==> config.mk <==
export PLATFORM = sky130hd
export DESIGN_NAME = amp_control_port
export DESIGN_NICKNAME = d
export VERILOG_FILES = /design/src/design/amp_ctrl_pkg.sv /design/src/design/amp_control_port.sv /design/src/design/amp_pwm_modulator.sv
export VERILOG_INCLUDE_DIRS = /design/src /design/src/design
export SDC_FILE = /design/constraint.sdc
export NUM_CORES = 1
export LEC_CHECK = 0
export ABC_AREA = 1
export BUFFER_PORTS_ARGS = -buffer_cell sky130_fd_sc_hd__clkbuf_2
export CAP_MARGIN = 20
export CORE_MARGIN = 2
export CORE_UTILIZATION = 40
export DETAILED_ROUTE_END_ITERATION = 8
export GPL_TIMING_DRIVEN = 0
export HOLD_SLACK_MARGIN = 0.12
export MAX_ROUTING_LAYER = met4
export PLACE_DENSITY = 0.64
export SLEW_MARGIN = 40
export SYNTH_ARGS = -nofsm -noshare
export SYNTH_HDL_FRONTEND = slang
export SYNTH_SLANG_ARGS = --single-unit
==> constraint.sdc <==
create_clock -name clk -period 9.7 [get_ports clk]
set_input_delay 1.94 -clock clk [delete_from_list [all_inputs] [get_ports clk]]
set_output_delay 1.94 -clock clk [all_outputs]
set_load 0.01 [all_outputs]
==> src/design/amp_ctrl_cfg.svh <==
`ifndef AMP_CTRL_CFG_SVH
`define AMP_CTRL_CFG_SVH

// register offsets
`define REG_PAGE_SELECT          8'h00
`define REG_MODULATION_CONTROL   8'h02
`define REG_DEVICE_STATE_CONTROL 8'h03
`define REG_SUPPLY_LEVEL         8'h04
`define REG_BOOK_SELECT          8'h7f

// field position of the two-bit mode fields
`define FIELD_MSB 1
`define FIELD_LSB 0

// reset values
`define RST_PAGE   8'h00
`define RST_BOOK   8'h00
`define RST_MOD    8'h00
`define RST_STATE  8'h02
`define RST_SUPPLY 8'h80

// state field codes
`define ST_DEEP_SLEEP 2'h0
`define ST_SLEEP      2'h1
`define ST_HIZ        2'h2
`define ST_PLAY       2'h3

// modulation field codes
`define MOD_BOTH_SIDE   2'h0
`define MOD_SINGLE_SIDE 2'h1
`define MOD_HYBRID      2'h2

// slave address: fixed upper bits, strap gives the two low bits
`define SLAVE_ADDR_FIXED 5'h0b

// pwm duties on a 256-step carrier; idle of 36/256 is about 14 percent
`define DUTY_HALF 9'h080
`define DUTY_IDLE 9'h024
`define DUTY_MAX  9'h0ff

// timing counts
`define PWM_TICK_DIV 4'h3
`define STRAP_SETTLE 2'h3

`endif

==> src/design/amp_ctrl_pkg.sv <==
package amp_ctrl_pkg;

   typedef enum logic [2:0] {
      PH_IDLE,
      PH_ADDR,
      PH_ADDR_ACK,
      PH_RX,
      PH_RX_ACK,
      PH_TX,
      PH_TX_ACK,
      PH_WAIT
   } phase_t;

   typedef struct packed {
      logic positive_output;
      logic negative_output;
   } pwm_pair_t;

   typedef struct packed {
      logic analog_ldo_en;
      logic core_sleep;
      logic driver_enable;
   } power_t;

endpackage : amp_ctrl_pkg

==> src/design/amp_control_port.sv <==
// Behaviour
// state code 00 is deep sleep; play not reachable directly from it
// state code 01 is sleep; core sleeps, analog supply stays on, code 11 resumes play
// state code 10 only floats the output driver; code 11 resumes play
// state code 11 is play with the output stage switching
// host leaves deep sleep via page/book select, hi-z, then play
// register 0x02 low two bits pick one of three modulation schemes
// both-side: outputs in phase at zero, duty split around half
// single-side: idle near 14 percent, falling side rails to ground
// hybrid: duty adapts to signal level and programmed supply value
// host uses both/single side, hi-z, 2ms, hybrid, 15ms, then play
// bus slave for standard and fast rate, random and sequential
// register 0 on every page selects the page, 0 to 255
// slave address is 01011 followed by two strap bits
// strap decodes 4.7k to 00, 15k to 01, 47k to 10, 120k to 11
// write: address with write bit, register, data, all acknowledged
// sequential write acknowledges each byte and bumps the subaddress
// read: register write, repeated start, address with read bit
// sequential read returns consecutive bytes, master nacks the last
// register 0x7f on page 0 selects the book
// unimplemented addresses read zero, writes acked and dropped
`include "amp_ctrl_cfg.svh"

module amp_control_port
   import amp_ctrl_pkg::*;
#(
   parameter int LEVEL_WIDTH = 8
) (
   // clock and reset
   input  wire logic                          clk,
   input  wire logic                          rst_n,
   // serial control bus, open drain data
   input  wire logic                          scl_in,
   input  wire logic                          sda_in,
   output logic                               sda_out,
   output logic                               sda_oe,
   // address strap comparators, thermometer coded
   input  wire logic [2:0]                    strap_sense,
   // audio level feeding the modulator
   input  wire logic signed [LEVEL_WIDTH-1:0] audio_level,
   // amplifier side
   output pwm_pair_t                          amp_outputs,
   output power_t                             power_status,
   output logic [1:0]                         amp_modulation_select,
   output logic [1:0]                         device_state
);

   typedef struct packed {
      // synchronisers, previous samples and strap capture
      logic       scl_m;
      logic       scl_s;
      logic       scl_p;
      logic       sda_m;
      logic       sda_s;
      logic       sda_p;
      logic [2:0] strap_m;
      logic [2:0] strap_s;
      logic [1:0] strap_cnt;
      logic       strap_done;
      logic [1:0] strap_bits;
      // serial engine
      phase_t     ph;
      logic [3:0] bit_cnt;
      logic [7:0] shreg;
      logic       rw;
      logic       got_sub;
      logic       master_ack;
      logic [7:0] sub;
      logic       sda_oe;
      // register file
      logic [7:0] page;
      logic [7:0] book;
      logic [7:0] mod_reg;
      logic [7:0] state_reg;
      logic [7:0] supply_reg;
      power_t     pwr;
   } ctl_state_t;

   ctl_state_t st_q;
   ctl_state_t st_d;

   logic scl_rise;
   logic scl_fall;
   logic bus_start;
   logic bus_stop;
   logic main_regs;

   assign scl_rise  = st_q.scl_s && !st_q.scl_p;
   assign scl_fall  = !st_q.scl_s && st_q.scl_p;
   assign bus_start = st_q.scl_s && st_q.scl_p &&
                      st_q.sda_p && !st_q.sda_s;
   assign bus_stop  = st_q.scl_s && st_q.scl_p &&
                      !st_q.sda_p && st_q.sda_s;
   // control registers live on book 0, page 0 only
   assign main_regs = (st_q.book == 8'h00) && (st_q.page == 8'h00);

   // read mux
   function automatic logic [7:0] rd_byte(
      input logic [7:0] addr,
      input logic [7:0] page,
      input logic [7:0] book,
      input logic [7:0] mod_reg,
      input logic [7:0] state_reg,
      input logic [7:0] supply_reg
   );
      logic main;
      main = (book == 8'h00) && (page == 8'h00);
      rd_byte = 8'h00;
      if (addr == `REG_PAGE_SELECT) begin
         rd_byte = page;
      end else if (addr == `REG_BOOK_SELECT && page == 8'h00) begin
         rd_byte = book;
      end else if (main) begin
         case (addr)
            `REG_MODULATION_CONTROL:   rd_byte = mod_reg;
            `REG_DEVICE_STATE_CONTROL: rd_byte = state_reg;
            `REG_SUPPLY_LEVEL:         rd_byte = supply_reg;
            default:                   rd_byte = 8'h00;
         endcase
      end
   endfunction : rd_byte

   always_comb begin
      logic [6:0] own_addr;
      logic [7:0] wr_val;
      logic [1:0] cur_state;
      logic [1:0] new_state;
      st_d = st_q;
      own_addr = {`SLAVE_ADDR_FIXED, st_q.strap_bits};
      wr_val = st_q.shreg;
      cur_state = st_q.state_reg[`FIELD_MSB:`FIELD_LSB];
      new_state = wr_val[`FIELD_MSB:`FIELD_LSB];

      // two flip-flops ahead of any pin reader
      st_d.scl_m   = scl_in;
      st_d.scl_s   = st_q.scl_m;
      st_d.scl_p   = st_q.scl_s;
      st_d.sda_m   = sda_in;
      st_d.sda_s   = st_q.sda_m;
      st_d.sda_p   = st_q.sda_s;
      st_d.strap_m = strap_sense;
      st_d.strap_s = st_q.strap_m;

      // strap caught once, after settling
      if (!st_q.strap_done) begin
         if (st_q.strap_cnt == `STRAP_SETTLE) begin
            st_d.strap_done = 1'b1;
            case (st_q.strap_s)
               3'h0:    st_d.strap_bits = 2'h0;
               3'h1:    st_d.strap_bits = 2'h1;
               3'h3:    st_d.strap_bits = 2'h2;
               3'h7:    st_d.strap_bits = 2'h3;
               default: st_d.strap_bits = 2'h0;
            endcase
         end else begin
            st_d.strap_cnt = st_q.strap_cnt + 2'h1;
         end
      end

      if (bus_stop) begin
         st_d.ph     = PH_IDLE;
         st_d.sda_oe = 1'b0;
      end else if (bus_start) begin
         // repeated start keeps the subaddress
         st_d.ph      = PH_ADDR;
         st_d.bit_cnt = 4'h0;
         st_d.sda_oe  = 1'b0;
      end else begin
         case (st_q.ph)
            PH_IDLE: begin
            end
            PH_ADDR: begin
               if (scl_rise) begin
                  st_d.shreg   = {st_q.shreg[6:0], st_q.sda_s};
                  st_d.bit_cnt = st_q.bit_cnt + 4'h1;
               end else if (scl_fall && st_q.bit_cnt == 4'h8) begin
                  st_d.bit_cnt = 4'h0;
                  if (st_q.shreg[7:1] == own_addr) begin
                     st_d.rw     = st_q.shreg[0];
                     st_d.sda_oe = 1'b1;
                     st_d.ph     = PH_ADDR_ACK;
                  end else begin
                     st_d.ph = PH_WAIT;
                  end
               end
            end
            PH_ADDR_ACK: begin
               if (scl_fall) begin
                  st_d.bit_cnt = 4'h0;
                  if (st_q.rw) begin
                     st_d.shreg = rd_byte(st_q.sub, st_q.page, st_q.book,
                                          st_q.mod_reg, st_q.state_reg,
                                          st_q.supply_reg);
                     st_d.sda_oe = !st_d.shreg[7];
                     st_d.ph     = PH_TX;
                  end else begin
                     st_d.sda_oe  = 1'b0;
                     st_d.got_sub = 1'b0;
                     st_d.ph      = PH_RX;
                  end
               end
            end
            PH_RX: begin
               if (scl_rise) begin
                  st_d.shreg   = {st_q.shreg[6:0], st_q.sda_s};
                  st_d.bit_cnt = st_q.bit_cnt + 4'h1;
               end else if (scl_fall && st_q.bit_cnt == 4'h8) begin
                  st_d.bit_cnt = 4'h0;
                  st_d.sda_oe  = 1'b1;
                  st_d.ph      = PH_RX_ACK;
                  if (!st_q.got_sub) begin
                     st_d.sub     = wr_val;
                     st_d.got_sub = 1'b1;
                  end else begin
                     st_d.sub = st_q.sub + 8'h01;
                     if (st_q.sub == `REG_PAGE_SELECT) begin
                        st_d.page = wr_val;
                     end else if (st_q.sub == `REG_BOOK_SELECT &&
                                  st_q.page == 8'h00) begin
                        st_d.book = wr_val;
                     end else if (main_regs) begin
                        case (st_q.sub)
                           `REG_MODULATION_CONTROL: begin
                              st_d.mod_reg = wr_val;
                           end
                           `REG_DEVICE_STATE_CONTROL: begin
                              // no direct jump from deep sleep to play
                              if (!(cur_state == `ST_DEEP_SLEEP &&
                                    new_state == `ST_PLAY)) begin
                                 st_d.state_reg = wr_val;
                              end
                           end
                           `REG_SUPPLY_LEVEL: begin
                              st_d.supply_reg = wr_val;
                           end
                           default: begin
                           end
                        endcase
                     end
                  end
               end
            end
            PH_RX_ACK: begin
               if (scl_fall) begin
                  st_d.sda_oe = 1'b0;
                  st_d.ph     = PH_RX;
               end
            end
            PH_TX: begin
               if (scl_rise) begin
                  st_d.bit_cnt = st_q.bit_cnt + 4'h1;
               end else if (scl_fall) begin
                  if (st_q.bit_cnt == 4'h8) begin
                     st_d.sda_oe = 1'b0;
                     st_d.ph     = PH_TX_ACK;
                  end else begin
                     st_d.shreg  = {st_q.shreg[6:0], 1'b0};
                     st_d.sda_oe = !st_q.shreg[6];
                  end
               end
            end
            PH_TX_ACK: begin
               if (scl_rise) begin
                  st_d.master_ack = !st_q.sda_s;
                  st_d.sub        = st_q.sub + 8'h01;
               end else if (scl_fall) begin
                  st_d.bit_cnt = 4'h0;
                  if (st_q.master_ack) begin
                     st_d.shreg = rd_byte(st_q.sub, st_q.page, st_q.book,
                                          st_q.mod_reg, st_q.state_reg,
                                          st_q.supply_reg);
                     st_d.sda_oe = !st_d.shreg[7];
                     st_d.ph     = PH_TX;
                  end else begin
                     // nack: wait for stop
                     st_d.ph = PH_WAIT;
                  end
               end
            end
            PH_WAIT: begin
            end
            default: begin
               st_d.ph     = PH_IDLE;
               st_d.sda_oe = 1'b0;
            end
         endcase
      end

      // power controls follow the state field
      case (st_d.state_reg[`FIELD_MSB:`FIELD_LSB])
         `ST_DEEP_SLEEP: begin
            st_d.pwr = '{analog_ldo_en: 1'b0, core_sleep: 1'b1,
                         driver_enable: 1'b0};
         end
         `ST_SLEEP: begin
            st_d.pwr = '{analog_ldo_en: 1'b1, core_sleep: 1'b1,
                         driver_enable: 1'b0};
         end
         `ST_HIZ: begin
            st_d.pwr = '{analog_ldo_en: 1'b1, core_sleep: 1'b0,
                         driver_enable: 1'b0};
         end
         default: begin
            st_d.pwr = '{analog_ldo_en: 1'b1, core_sleep: 1'b0,
                         driver_enable: 1'b1};
         end
      endcase
   end

   always_ff @(posedge clk) begin
      if (!rst_n) begin
         st_q            <= '0;
         st_q.scl_m      <= 1'b1;
         st_q.scl_s      <= 1'b1;
         st_q.scl_p      <= 1'b1;
         st_q.sda_m      <= 1'b1;
         st_q.sda_s      <= 1'b1;
         st_q.sda_p      <= 1'b1;
         st_q.ph         <= PH_IDLE;
         st_q.page       <= `RST_PAGE;
         st_q.book       <= `RST_BOOK;
         st_q.mod_reg    <= `RST_MOD;
         st_q.state_reg  <= `RST_STATE;
         st_q.supply_reg <= `RST_SUPPLY;
         st_q.pwr        <= '{analog_ldo_en: 1'b1, core_sleep: 1'b0,
                              driver_enable: 1'b0};
      end else begin
         st_q <= st_d;
      end
   end

   // modulator only switches in play
   amp_pwm_modulator #(
      .WIDTH(LEVEL_WIDTH)
   ) u_pwm (
      .clk         (clk),
      .rst_n       (rst_n),
      .enable      (st_q.pwr.driver_enable),
      .scheme      (st_q.mod_reg[`FIELD_MSB:`FIELD_LSB]),
      .supply_level(st_q.supply_reg),
      .level       (audio_level),
      .outputs     (amp_outputs)
   );

   // open drain
   assign sda_out               = 1'b0;
   assign sda_oe                = st_q.sda_oe;
   assign power_status          = st_q.pwr;
   assign amp_modulation_select = st_q.mod_reg[`FIELD_MSB:`FIELD_LSB];
   assign device_state          = st_q.state_reg[`FIELD_MSB:`FIELD_LSB];

endmodule : amp_control_port

==> src/design/amp_pwm_modulator.sv <==
`include "amp_ctrl_cfg.svh"

module amp_pwm_modulator
   import amp_ctrl_pkg::*;
#(
   parameter int WIDTH = 8
) (
   // clock and reset
   input  wire logic                    clk,
   input  wire logic                    rst_n,
   // control
   input  wire logic                    enable,
   input  wire logic [1:0]              scheme,
   input  wire logic [7:0]              supply_level,
   input  wire logic signed [WIDTH-1:0] level,
   // output pair
   output pwm_pair_t                    outputs
);

   typedef struct packed {
      logic [3:0] div_cnt;
      logic [7:0] carrier;
      pwm_pair_t  pair;
   } pwm_state_t;

   pwm_state_t st_q;
   pwm_state_t st_d;

   always_comb begin
      logic signed [8:0] lvl;
      logic [8:0]        mag;
      logic [8:0]        rising;
      logic [8:0]        falling;
      logic [8:0]        pos_duty;
      logic [8:0]        neg_duty;
      logic              use_single;
      pos_duty = 9'h000;
      neg_duty = 9'h000;
      st_d = st_q;
      lvl = 9'(level);
      if (lvl < -9'sd127) begin
         lvl = -9'sd127;
      end
      mag = lvl[8] ? 9'(-lvl) : 9'(lvl);
      // falling side rails to ground
      rising = `DUTY_IDLE + mag;
      if (rising > `DUTY_MAX) begin
         rising = `DUTY_MAX;
      end
      falling = (mag >= `DUTY_IDLE) ? 9'h000 : `DUTY_IDLE - mag;
      // hybrid: small signals run single-sided
      use_single = (scheme == `MOD_SINGLE_SIDE) ||
                   ((scheme == `MOD_HYBRID) &&
                    (mag < {3'h0, supply_level[7:2]}));
      if (use_single) begin
         pos_duty = lvl[8] ? falling : rising;
         neg_duty = lvl[8] ? rising : falling;
      end else begin
         // in phase at zero input
         pos_duty = 9'(`DUTY_HALF + lvl);
         neg_duty = 9'(`DUTY_HALF - lvl);
      end
      if (st_q.div_cnt == 4'h0) begin
         st_d.div_cnt = `PWM_TICK_DIV;
         st_d.carrier = st_q.carrier + 8'h01;
      end else begin
         st_d.div_cnt = st_q.div_cnt - 4'h1;
      end
      st_d.pair.positive_output = enable &&
                                  ({1'b0, st_q.carrier} < pos_duty);
      st_d.pair.negative_output = enable &&
                                  ({1'b0, st_q.carrier} < neg_duty);
   end

   always_ff @(posedge clk) begin
      if (!rst_n) begin
         st_q <= '0;
      end else begin
         st_q <= st_d;
      end
   end

   assign outputs = st_q.pair;

endmodule : amp_pwm_modulator

Word level (Yosys, flattened, before mapping)
Cells that the tools add are included.

Register bits after elaboration: 101. Word-level logic and storage cells: 254. Bits of input ports: 15.

Magnitude comparators: 6. Add/subtract/negate cells: 10. Muxes and demuxes: 90. Equal/unequal tests: 52. Reduce and logical (&&, ||, !) cells: 53. Bitwise gates (word level): 9.

Operator list (count): $mux W8 (28); $mux W49 (2); $mux W9 (8); $pmux W12 S5 (1); $mux W24 (2); $mux W15 (3); $mux W40 (1); $ne A3 B3 Y1 const B (12); $ne A2 B2 Y1 const B (17); $mux W32 (1); $mux W10 (3); $mux W3 (10); $logic_not A8 Y1 (3); $pmux W8 S3 (1); $reduce_and A12 Y1 (2); $reduce_and A11 Y1 (2); $reduce_and A10 Y1 (2); $lt A8 B9 Y1 (2); $pmux W3 S6 (1); $add A8 B1 Y8 const B (2); $eq A8 B2 Y1 const B (2); $mux W1 (16); $pmux W8 S2 (1); $reduce_and A8 Y1 (2); other kinds (47) (96).

Depth between registers and ports, before layout
Gate-level depths: netlist of run 1.

Depth in word-level cells: 16. Depth in mapped cells: 34. Gate-level depth less buffers: 34.

Modules after synthesis
From an unflattened synthesis of run 1, not the netlist that was laid out.

Cell total of the unflattened synthesis: 1026. Area total of the unflattened synthesis: 6790.3 µm².

By module, submodules not included: amp_control_port (area an instance 4563.1 µm², sequential area each 1741.7 µm², cells each 671, instances 1); amp_pwm_modulator (area an instance 2227.1 µm², sequential area each 280.3 µm², cells each 355, instances 1).

Worst setup path before layout of run 1
Ideal clock, no wire load.

Path kind: input -> register. Start: input port audio_level[2]. End: register u_pwm.st_q, in the netlist u_pwm.outputs[0]. Required time: 9.644 ns. Library setup time: 0.056 ns. Cell stages on the path: 31. Path slack: 4.005 ns. Arrival: 5.639 ns. Cells stage by stage: nor2_1 > nand2_1 > o41ai_1 > ha_1 > inv_4 > nand2_1 > ha_1 > nand3b_1 > nand3_1 > o21ai_4 > ha_1 > nand2_1 > nand2_1 > nand2_1 > nand2_1 > nand2_1 > nand3_2 > nand2_4 > buf_6 > inv_2 > nand2_1 > o21ai_0 > o21bai_2 > ha_1 > a21oi_1 > nor2_1 > a211oi_1 > nand2_1 > nand2_1 > nand2_1 > inv_1.

Word-level cells in the longest chain between the ends: 11.

RTL lines: from (decl) (line amp_control_port.sv:40) `input wire logic signed [LEVEL_WIDTH-1:0] audio_level,`; $lt A8 B8 Y1 (line amp_pwm_modulator.sv:41) `if (lvl < -9'sd127) begin`; $mux W9 * (line amp_pwm_modulator.sv:41); $neg A9 Y9 (line amp_pwm_modulator.sv:44) `mag = lvl[8] ? 9'(-lvl) : 9'(lvl);`; $mux W9 (line amp_pwm_modulator.sv:44); $add A6 B9 Y9 (no line); $gt A9 B8 Y1 (no line); $mux W9 (line amp_pwm_modulator.sv:47) `` if (rising > `DUTY_MAX) begin ``; $mux W9 (line amp_pwm_modulator.sv:57) `neg_duty = lvl[8] ? rising : falling;`; $mux W9 * (line amp_pwm_modulator.sv:55) `if (use_single) begin`; $lt A8 B9 Y1 * (line amp_pwm_modulator.sv:72) `({1'b0, st_q.carrier} < neg_duty);`; $logic_and A1 B1 Y1 * (line amp_pwm_modulator.sv:71) `st_d.pair.negative_output = enable &&`; to (signal assigned) (line amp_pwm_modulator.sv:79) `st_q <= st_d;`; to (decl) (line amp_pwm_modulator.sv:26) `pwm_state_t st_q;`.

Mark *: on every way between the ends. The rest lies on a longest branch, timed or not. A chain may end at the register's enable or synchronous reset.

Final worst setup path of run 1
Ends and elaborated chain as after synthesis.

==> metrics.md, run 1 <==
| Metric | Value |
|---|---|
| Area growth syn-to-layout | 10.77% |
| Die height | 131.0 microns |
| Sequential share of the synthesized area | 31.35% |
| Synth Register Bits | 101 |
| H-tree levels | 3 |
| Worst Path Required | 10000 ps |
| Drc violations | 0 |
| Gpl congestion | 0.9342 |
| Longest Clk Path Bufs | 2 |
| Crit path max-delay cell type | ha_1 |
| Setup crit start kind | primary input |
| Synth Net Count | 982 |
| Ys Warns | 0 |
| Inst Count DP | 1171 |
| Period minus WS final | 6063 ps |
| Share of cells above drive strength 1 | 12.46% |
| Row Count | 46 |
| Max-slew violation count | 0 |
| Die Wd | 131.0 microns |
| Final wirelength | 16.88 mm |
| Worst-Margin Slew | 676.4 ps |
| Initial Util | 40.75% |
| Async S/R FF share, synth | 0% |
| Syn Inst Count | 931 |
| CTS Sinks | 101 |
| Crit Path Class | in -> reg |
| Simple-Gate Fraction of Synth Area | 27.82% |
| Root Driver | clkbuf_16 |
| Compound-gate portion of the synthesized area | 20.93% |
| Total GRT Usage | 20.83% |
| CTS Hold Bufs | 0 |
| Fin cells | 1187 |
| Delay-heaviest family, CP | simple AND/OR/NAND/NOR gates |
| Crit Path Max Fanout | 10 |
| Ant diodes | 0 |
| Status | completed |
| Initial antenna violation count | 0 |
| Largest net degree at the start of global routing | 20 |
| Post-synth EDFFs | 0 |
| Vias in the first global route | 5410 |
| DR WL/cell | 14.22 microns |
| Largest family of logic cells by synthesized area | simple AND/OR/NAND/NOR gates |
| Setup bufs post-CTS | 0 |
| Fin nets | 1017 |
| Hold/Removal Path Class | reg -> reg |
| Worst-Skew Late Latency | 360 ps |
| Mux share of post-synthesis cell area | 0% |
| CTS tree | yes |
| Synth cell count leaders | nand2_1 (159), inv_1 (136), dfxtp_1 (101) |
| Post-route antenna net violation count | 0 |
| Critical path's largest stage delay | 390 ps |
| Synth cell types | 58 |
| Port Buf Inserts | 24 |
| Worst-path clk slew | 70 ps |
| Grt total ovfl | 0 |
| Top cells by area, synth | dfxtp_1 (31%), nand2_1 (9.3%), inv_1 (7.9%) |
| CTS Buf Count | 9 |
| Post-CTS sizing | 0 |
| Post-Synth XOR/XNOR Area | 0.6596% |
| Total core area | 15830 sq um |
| Max Cap Viol | 0 |
| Leak | 3.154 nW |
| Synthesized area | 6450 sq um |
| First-pass GRT wire length | 27.25 mm |
| Pwr/cell area | 172.8 nW/um^2 |
| Post-synth top flop | dfxtp_1 |
| WP buf/inv | 5 |
| Starting DRT DRC Count | 491 |
| Peak supply drop | 0.0001380 V |
| Final hold viol count | 0 |
| WP data arrival | 6370 ps |
| Post-detail-place hpwl | 12.91 mm |
| Mean Syn Cell Area | 6.928 sq um |
| Adder-cell area share of the yosys netlist | 6.984% |
| Drt pass-1 iters | 5 |
| Max-slew headroom | 54.91% |
| Tcrit/Tclk final | 62.50% |
| Drt via density | 5.218 |
| Skew final | 9.170 ps |
| CP dominant cell by count | nand2_1 |
| CP Capture Type | flop |
| RSZ-0062 raised after global routing | false |
| Ports | 26 |
| Most numerous cell in the Yosys netlist | nand2_1 |
| Die ar. | 17160 sq um |
| Post-synth top area share | 31.35% |
| Vias | 6194 |
| Setup-failing EPs final | 0 |
| Yosys top cell by area | dfxtp_1 |
| Highest Clock Rate | 164.9 MHz |
| Setup TNS | 0 ps |
==> area by class of cell <==
class	instances	area [sq um]
Fill cell	1635	8683
Multi-Input combinational cell	646	3641
Sequential cell	101	2022
Inverter	148	565.5
Tap cell	216	270.3
Clock buffer	10	239.0
Buffer	36	221.5
Timing Repair Buffer	24	120.1
Clock inverter	6	65.06
==> cell families after synthesis <==
group / count (synthesis)
flops: 101
xor+xnor: 4
fa+ha+maj: 36
compound gates: 226
simple gates: 379
buf+inv: 184
other cells: 1
==> routing by layer <==
| layer | global-route usage (%) | wire length, microns | vias up | part of all wire, % |
|---|---|---|---|---|
| met5 | - | 0 | - | 0 |
| met2 | 32.43 | 7654 | 170 | 45 |
| met4 | 6.946 | 409 | 0 | 2.4 |
| met1 | 27.51 | 7966 | 2812 | 47 |
| met3 | 3.502 | 853 | 29 | 5.1 |
| li1 | - | - | 3183 | - |
==> final timing paths <==
kind                       start          endpoint  slack, ps  cells past startpoint
setup / recovery  audio_level[2]  u_pwm.outputs[0]       3640                     32
setup reg to reg         st_q[6]  u_pwm.outputs[0]       6900                     24
hold reg to reg         st_d[85]          st_d[84]        420                      1
hold / removal          st_d[85]          st_d[84]        420                      1
==> state kept, by name, indices dropped and copies added, names as in the netlist <==
name                   cells
st_q                      72
u_pwm.st_q                12
st_d                       7
power_status               3
amp_modulation_select      2
device_state               2
u_pwm.outputs              2
sda_oe                     1
==> cells in the final DEF (no fill, tap or decap), types with 5 or more instances in the layout <==
master     synthesis  layout
nor4_1             5       5
o21ai_0           65      65
nand3_1           43      43
or2_2              6       6
nand3_2            6       6
inv_1            136     136
a211oi_1          19      19
clkbuf_2           0      24
clkbuf_16          0       9
buf_4             11      11
nand4_1           17      17
inv_2              5       5
nor3_1            20      20
and3_1             5       5
buf_2              8       8
nand2_2           12      12
nand2_1          159     159
dfxtp_1          101     101
clkbuf_1          13      13
o211ai_1          26      26
nor2_1            86      86
a21oi_1           82      82
nand2_4            7       7
ha_1              36      36
==> through the flow <==
stage / util [%] / hold WS (ps) / cell area [sq um] / setup slack (ps) / power [mW]
global placement: 43.22 / 402.5 / 6840 / 3322 / 0.8726
floorplan: - / 390.5 / 6450 / 4005 / 0.7757
global route: 45.14 / 441.0 / 7144 / 3248 / 1.319
finish: 45.14 / 416.1 / 7144 / 3637 / 1.235
CTS: 45.14 / 419.1 / 7144 / 3688 / 1.240
detailed placement: 43.22 / 406.0 / 6840 / 3325 / 0.8731
==> report_power, final <==
part	internal, mW	total (mW)	switching [mW]
combinational	0.130	0.385	0.255
clock	0.189	0.365	0.176
sequential	0.449	0.485	0.0361
Note: power is estimated with default switching activity, not from simulation.
==> inputs of run 2 (changes only) <==
--- a/config.mk
+++ b/config.mk
@@ -6,7 +6,7 @@
 export SDC_FILE = /design/constraint.sdc
 export NUM_CORES = 1
 export LEC_CHECK = 0
-export ABC_AREA = 1
+export ABC_AREA = 0
 export BUFFER_PORTS_ARGS = -buffer_cell sky130_fd_sc_hd__clkbuf_2
 export CAP_MARGIN = 20
 export CORE_MARGIN = 2
@@ -15,7 +15,7 @@
 export GPL_TIMING_DRIVEN = 0
 export HOLD_SLACK_MARGIN = 0.12
 export MAX_ROUTING_LAYER = met4
-export PLACE_DENSITY = 0.64
+export PLACE_DENSITY = 0.66
 export SLEW_MARGIN = 40
 export SYNTH_ARGS = -nofsm -noshare
 export SYNTH_HDL_FRONTEND = slang
==> constraint.sdc (replaced) <==
create_clock -name clk -period 5.3 [get_ports clk]
set_input_delay 1.06 -clock clk [delete_from_list [all_inputs] [get_ports clk]]
set_output_delay 1.06 -clock clk [all_outputs]
set_load 0.01 [all_outputs]
==> run 2 against run 1 <==
Compared with the run above:
- the flow now finishes with violations (setup timing)
- total power is 42% higher
- utilization up 3.3 points
- die area down 1.1%
- via count shrank 6.8%
- routed wire length about the same
- count of clock-buffer cells in the layout grew 1
- cell count is 12% lower
- flip-flop and latch count unchanged
- largest cell class unchanged
- largest power group unchanged
==> metrics.md, run 2 <==
| Metric | Value |
|---|---|
| Area growth syn-to-layout | 19.37% |
| Final wirelength | 16.87 mm (about the same) |
| CP dominant cell by count | ha_4 |
| Max reg flops | 72 (unchanged) |
| Skew final | 10.52 ps (+1.351 ps) |
| Hold worst-path end | st_d[84] |
| CTS tree | yes |
| Vias in the first global route | 5241 (-3.1%) |
| Min-Delay Path Depth | 1 (unchanged) |
| Setup crit start kind | primary input |
| Crit path max-delay cell type | or4_4 |
| Worst-path clk slew | 70 ps (about the same) |
| Most frequent cells in the layout | dfxtp_1 (101), nand2_1 (64), nor2_1 (58), nor2b_1 (46), clkbuf_1 (38) |
| Die ar. | 16960 sq um (-1.1%) |
| Root Driver | clkbuf_16 |
| First-pass GRT wire length | 26.88 mm (-1.4%) |
| Critical path's largest stage delay | 560 ps (+170 ps) |
| Setup-failing EPs final | 2 (+2) |
| Worst-Margin Slew | 810.5 ps (+134.1 ps) |
| Reg-to-reg critical path endpoint | u_pwm.outputs[0] |
| Peak supply drop | 0.0001905 V (+38%) |
| Post-route antenna net violation count | 0 (unchanged) |
| CTS Buf Count | 9 (unchanged) |
| Depth of the most critical reg-to-reg path | 18 (-25%) |
| Max-slew headroom | 45.88% (-9.0 points) |
| Final hold viol count | 0 (unchanged) |
| Min-Delay Startpoint | st_d[85] |
| Total core area | 15710 sq um (-0.73%) |
| Die Wd | 130.2 microns (-0.57%) |
| Synth cell count leaders | dfxtp_1 (101), nand2_1 (66), nor2_1 (61) |
| Die height | 130.2 microns (-0.57%) |
| Drt pass-1 iters | 7 (+2) |
| Most common cell after layout, fill and taps aside | dfxtp_1 |
| Initial Util | 40.57% (-0.18 points) |
| Setup ws final | -551.2 ps (-4189 ps) |
| Grt total ovfl | 0 (unchanged) |
| Post-synth EDFFs | 0 (unchanged) |
| Hold/Removal Path Class | reg -> reg |
| Biggest register | st_q |
| Most numerous cell in the Yosys netlist | dfxtp_1 |
| Port Buf Inserts | 22 (-8.3%) |
| Async S/R FF share, synth | 0% (unchanged) |
| Row Count | 46 (unchanged) |
| Worst Path Required | 5570 ps (-4430 ps) |
| Ys Warns | 0 (unchanged) |
| Syn Inst Count | 771 (-17%) |
| Worst R2R Start | st_q[6] |
| Synth Register Bits | 101 (unchanged) |
| Mean Syn Cell Area | 8.268 sq um (+19%) |
| FF-to-FF setup slack | 2000 ps (-4900 ps) |
| WHS | 410.4 ps (-5.680 ps) |
| Top cells by area, synth | dfxtp_1 (32%), ha_1 (7.1%), mux2i_1 (6.0%) |
| Fin nets | 880 (-13%) |
| Worst-Skew Late Latency | 350 ps (about the same) |
| Ant diodes | 0 (unchanged) |
| Post-detail-place hpwl | 12.05 mm (-6.7%) |
| Period minus WS final | 5851 ps |
| Vias | 5775 (-6.8%) |
| Crit Path Max Fanout | 8 (-2) |
| CP Capture Type | flop |
| Pre-CTS setup slack | -1553 ps (-4878 ps) |
| Synth Net Count | 822 (-16%) |
| Leak | 2.920 nW (-7.4%) |
| Total GRT Usage | 20.86% (+0.024 points) |
| Drc violations | 0 (unchanged) |
| Inst Count DP | 1009 (-14%) |
| Crit Path Class | in -> reg |
| Initial antenna violation count | 0 (unchanged) |
| H-tree levels | 3 (unchanged) |
| Post-synth top area share | 31.72% (+0.37 points) |
| CTS Sinks | 101 (unchanged) |
| DR WL/cell | 16.07 microns (+13%) |
| Yosys top cell by area | dfxtp_1 |
| Share of cells above drive strength 1 | 16.31% (+3.8 points) |
| Starting DRT DRC Count | 460 (-6.3%) |
| Fin cells | 1050 (-12%) |
| Sequential share of the synthesized area | 31.72% (+0.37 points) |
| Ports | 26 (unchanged) |
| Longest Clk Path Bufs | 2 (unchanged) |
| Synth cell types | 74 (+28%) |
| Tcrit/Tclk final | 110.4% |
| Pwr/cell area | 230.3 nW/um^2 (+33%) |
| Synthesized area | 6375 sq um (-1.2%) |
| Largest net degree at the start of global routing | 17 (-15%) |
| Max-slew violation count | 0 (unchanged) |
| Pwr Total | 1.753 mW (+42%) |
| Failing checks | setup timing |
| Max Cap Viol | 0 (unchanged) |
| RSZ-0062 raised after global routing | true |
| Setup TNS | -976.9 ps (-976.9 ps) |
| Status | finished, violations left |
| Highest Clock Rate | 170.9 MHz |
| WP data arrival | 6120 ps (-250 ps) |
| Gpl congestion | 0.9090 (-2.7%) |
| Drt via density | 5.500 (+5.4%) |
| Post-synth top flop | dfxtp_1 |
==> run 2: changes by cell type after synthesis, sizes merged, moves of 28 or more <==
| cell | change |
|---|---|
| nand2 | -112 |
| nor2 | -28 |
| o21ai | -32 |
| inv | -115 |
| a21oi | -47 |
| mux2i | +38 |
| nor2b | +47 |
==> run 2: kinds of logic after synthesis <==
| logic type | synth area share [%] |
|---|---|
| AO/OA/AOI/OAI | 21.75 |
| XOR/XNOR | 3.435 |
| adder cells (fa/ha/maj) | 7.066 |
| buffers and inverters | 5.888 |
| flip-flops | 31.72 |
| multiplexers | 5.967 |
| other | 0.05882 |
| AND/OR/NAND/NOR | 24.12 |
==> run 2: worst max-delay path: cells and delay by family <==
family | cells | cell delay [ps]
compound gates | 13 | 2140
simple gates | 8 | 1650
fa+ha+maj | 4 | 870
buf+inv | 4 | 390
==> run 2: where the power goes <==
part	leakage [nW]	switching [mW]	internal, mW
logic	1.97	0.191	0.150
clock network	0.130	0.291	0.320
registers	0.818	0.0195	0.782
==> run 2: worst max-delay path by stage <==
stage	from	slack, ps	cells after the start	to
2_1_floorplan	audio_level[3]	-660	28	u_pwm.outputs[0]
3_3_place_gp	audio_level[4]	-1610	27	u_pwm.outputs[0]
3_5_place_dp	audio_level[4]	-1550	27	u_pwm.outputs[0]
4_1_cts	audio_level[5]	-410	26	u_pwm.outputs[0]
5_1_grt	audio_level[2]	-720	29	u_pwm.outputs[0]
6_report	audio_level[2]	-550	29	u_pwm.outputs[0]
==> run 2: per-stage QoR <==
stage | instance area (sq um) | util [%]
2_1_floorplan | 6494 | -
3_3_place_gp | 6874 | 43.75
3_5_place_dp | 6888 | 43.84
4_1_cts | 7420 | 47.22
5_1_grt | 7610 | 48.43
6_report | 7610 | 48.43
==> run 2: what timing repair did <==
| item | 4_1_cts | 5_1_grt |
|---|---|---|
| pin swaps | 18 | 19 |
| endpoints found under the setup margin | 2 | 2 |
| hold buffers | 0 | 0 |
| cloned | 0 | 0 |
| resized for setup | 29 | 21 |
| setup buffers | 17 | 10 |
==> run 2: final cells by class <==
type	count	area [sq um]
clock buffers	11	232.7
fillers	1503	8103
repair buffers	49	355.3
multi-input cells	587	4298
well taps	216	270.3
plain buffers	52	277.8
inverters	29	118.9
flip-flops and latches	101	2022
clock inverters	5	35.03
==> run 2: routing by layer <==
layer | routed length [microns] | global-route usage [%] | up-vias
met1 | 7773 | 26.89 | 2707
met3 | 767 | 3.362 | 28
met2 | 8004 | 33.75 | 161
met4 | 326 | 6.199 | 0
li1 | - | - | 2879
met5 | 0 | - | -
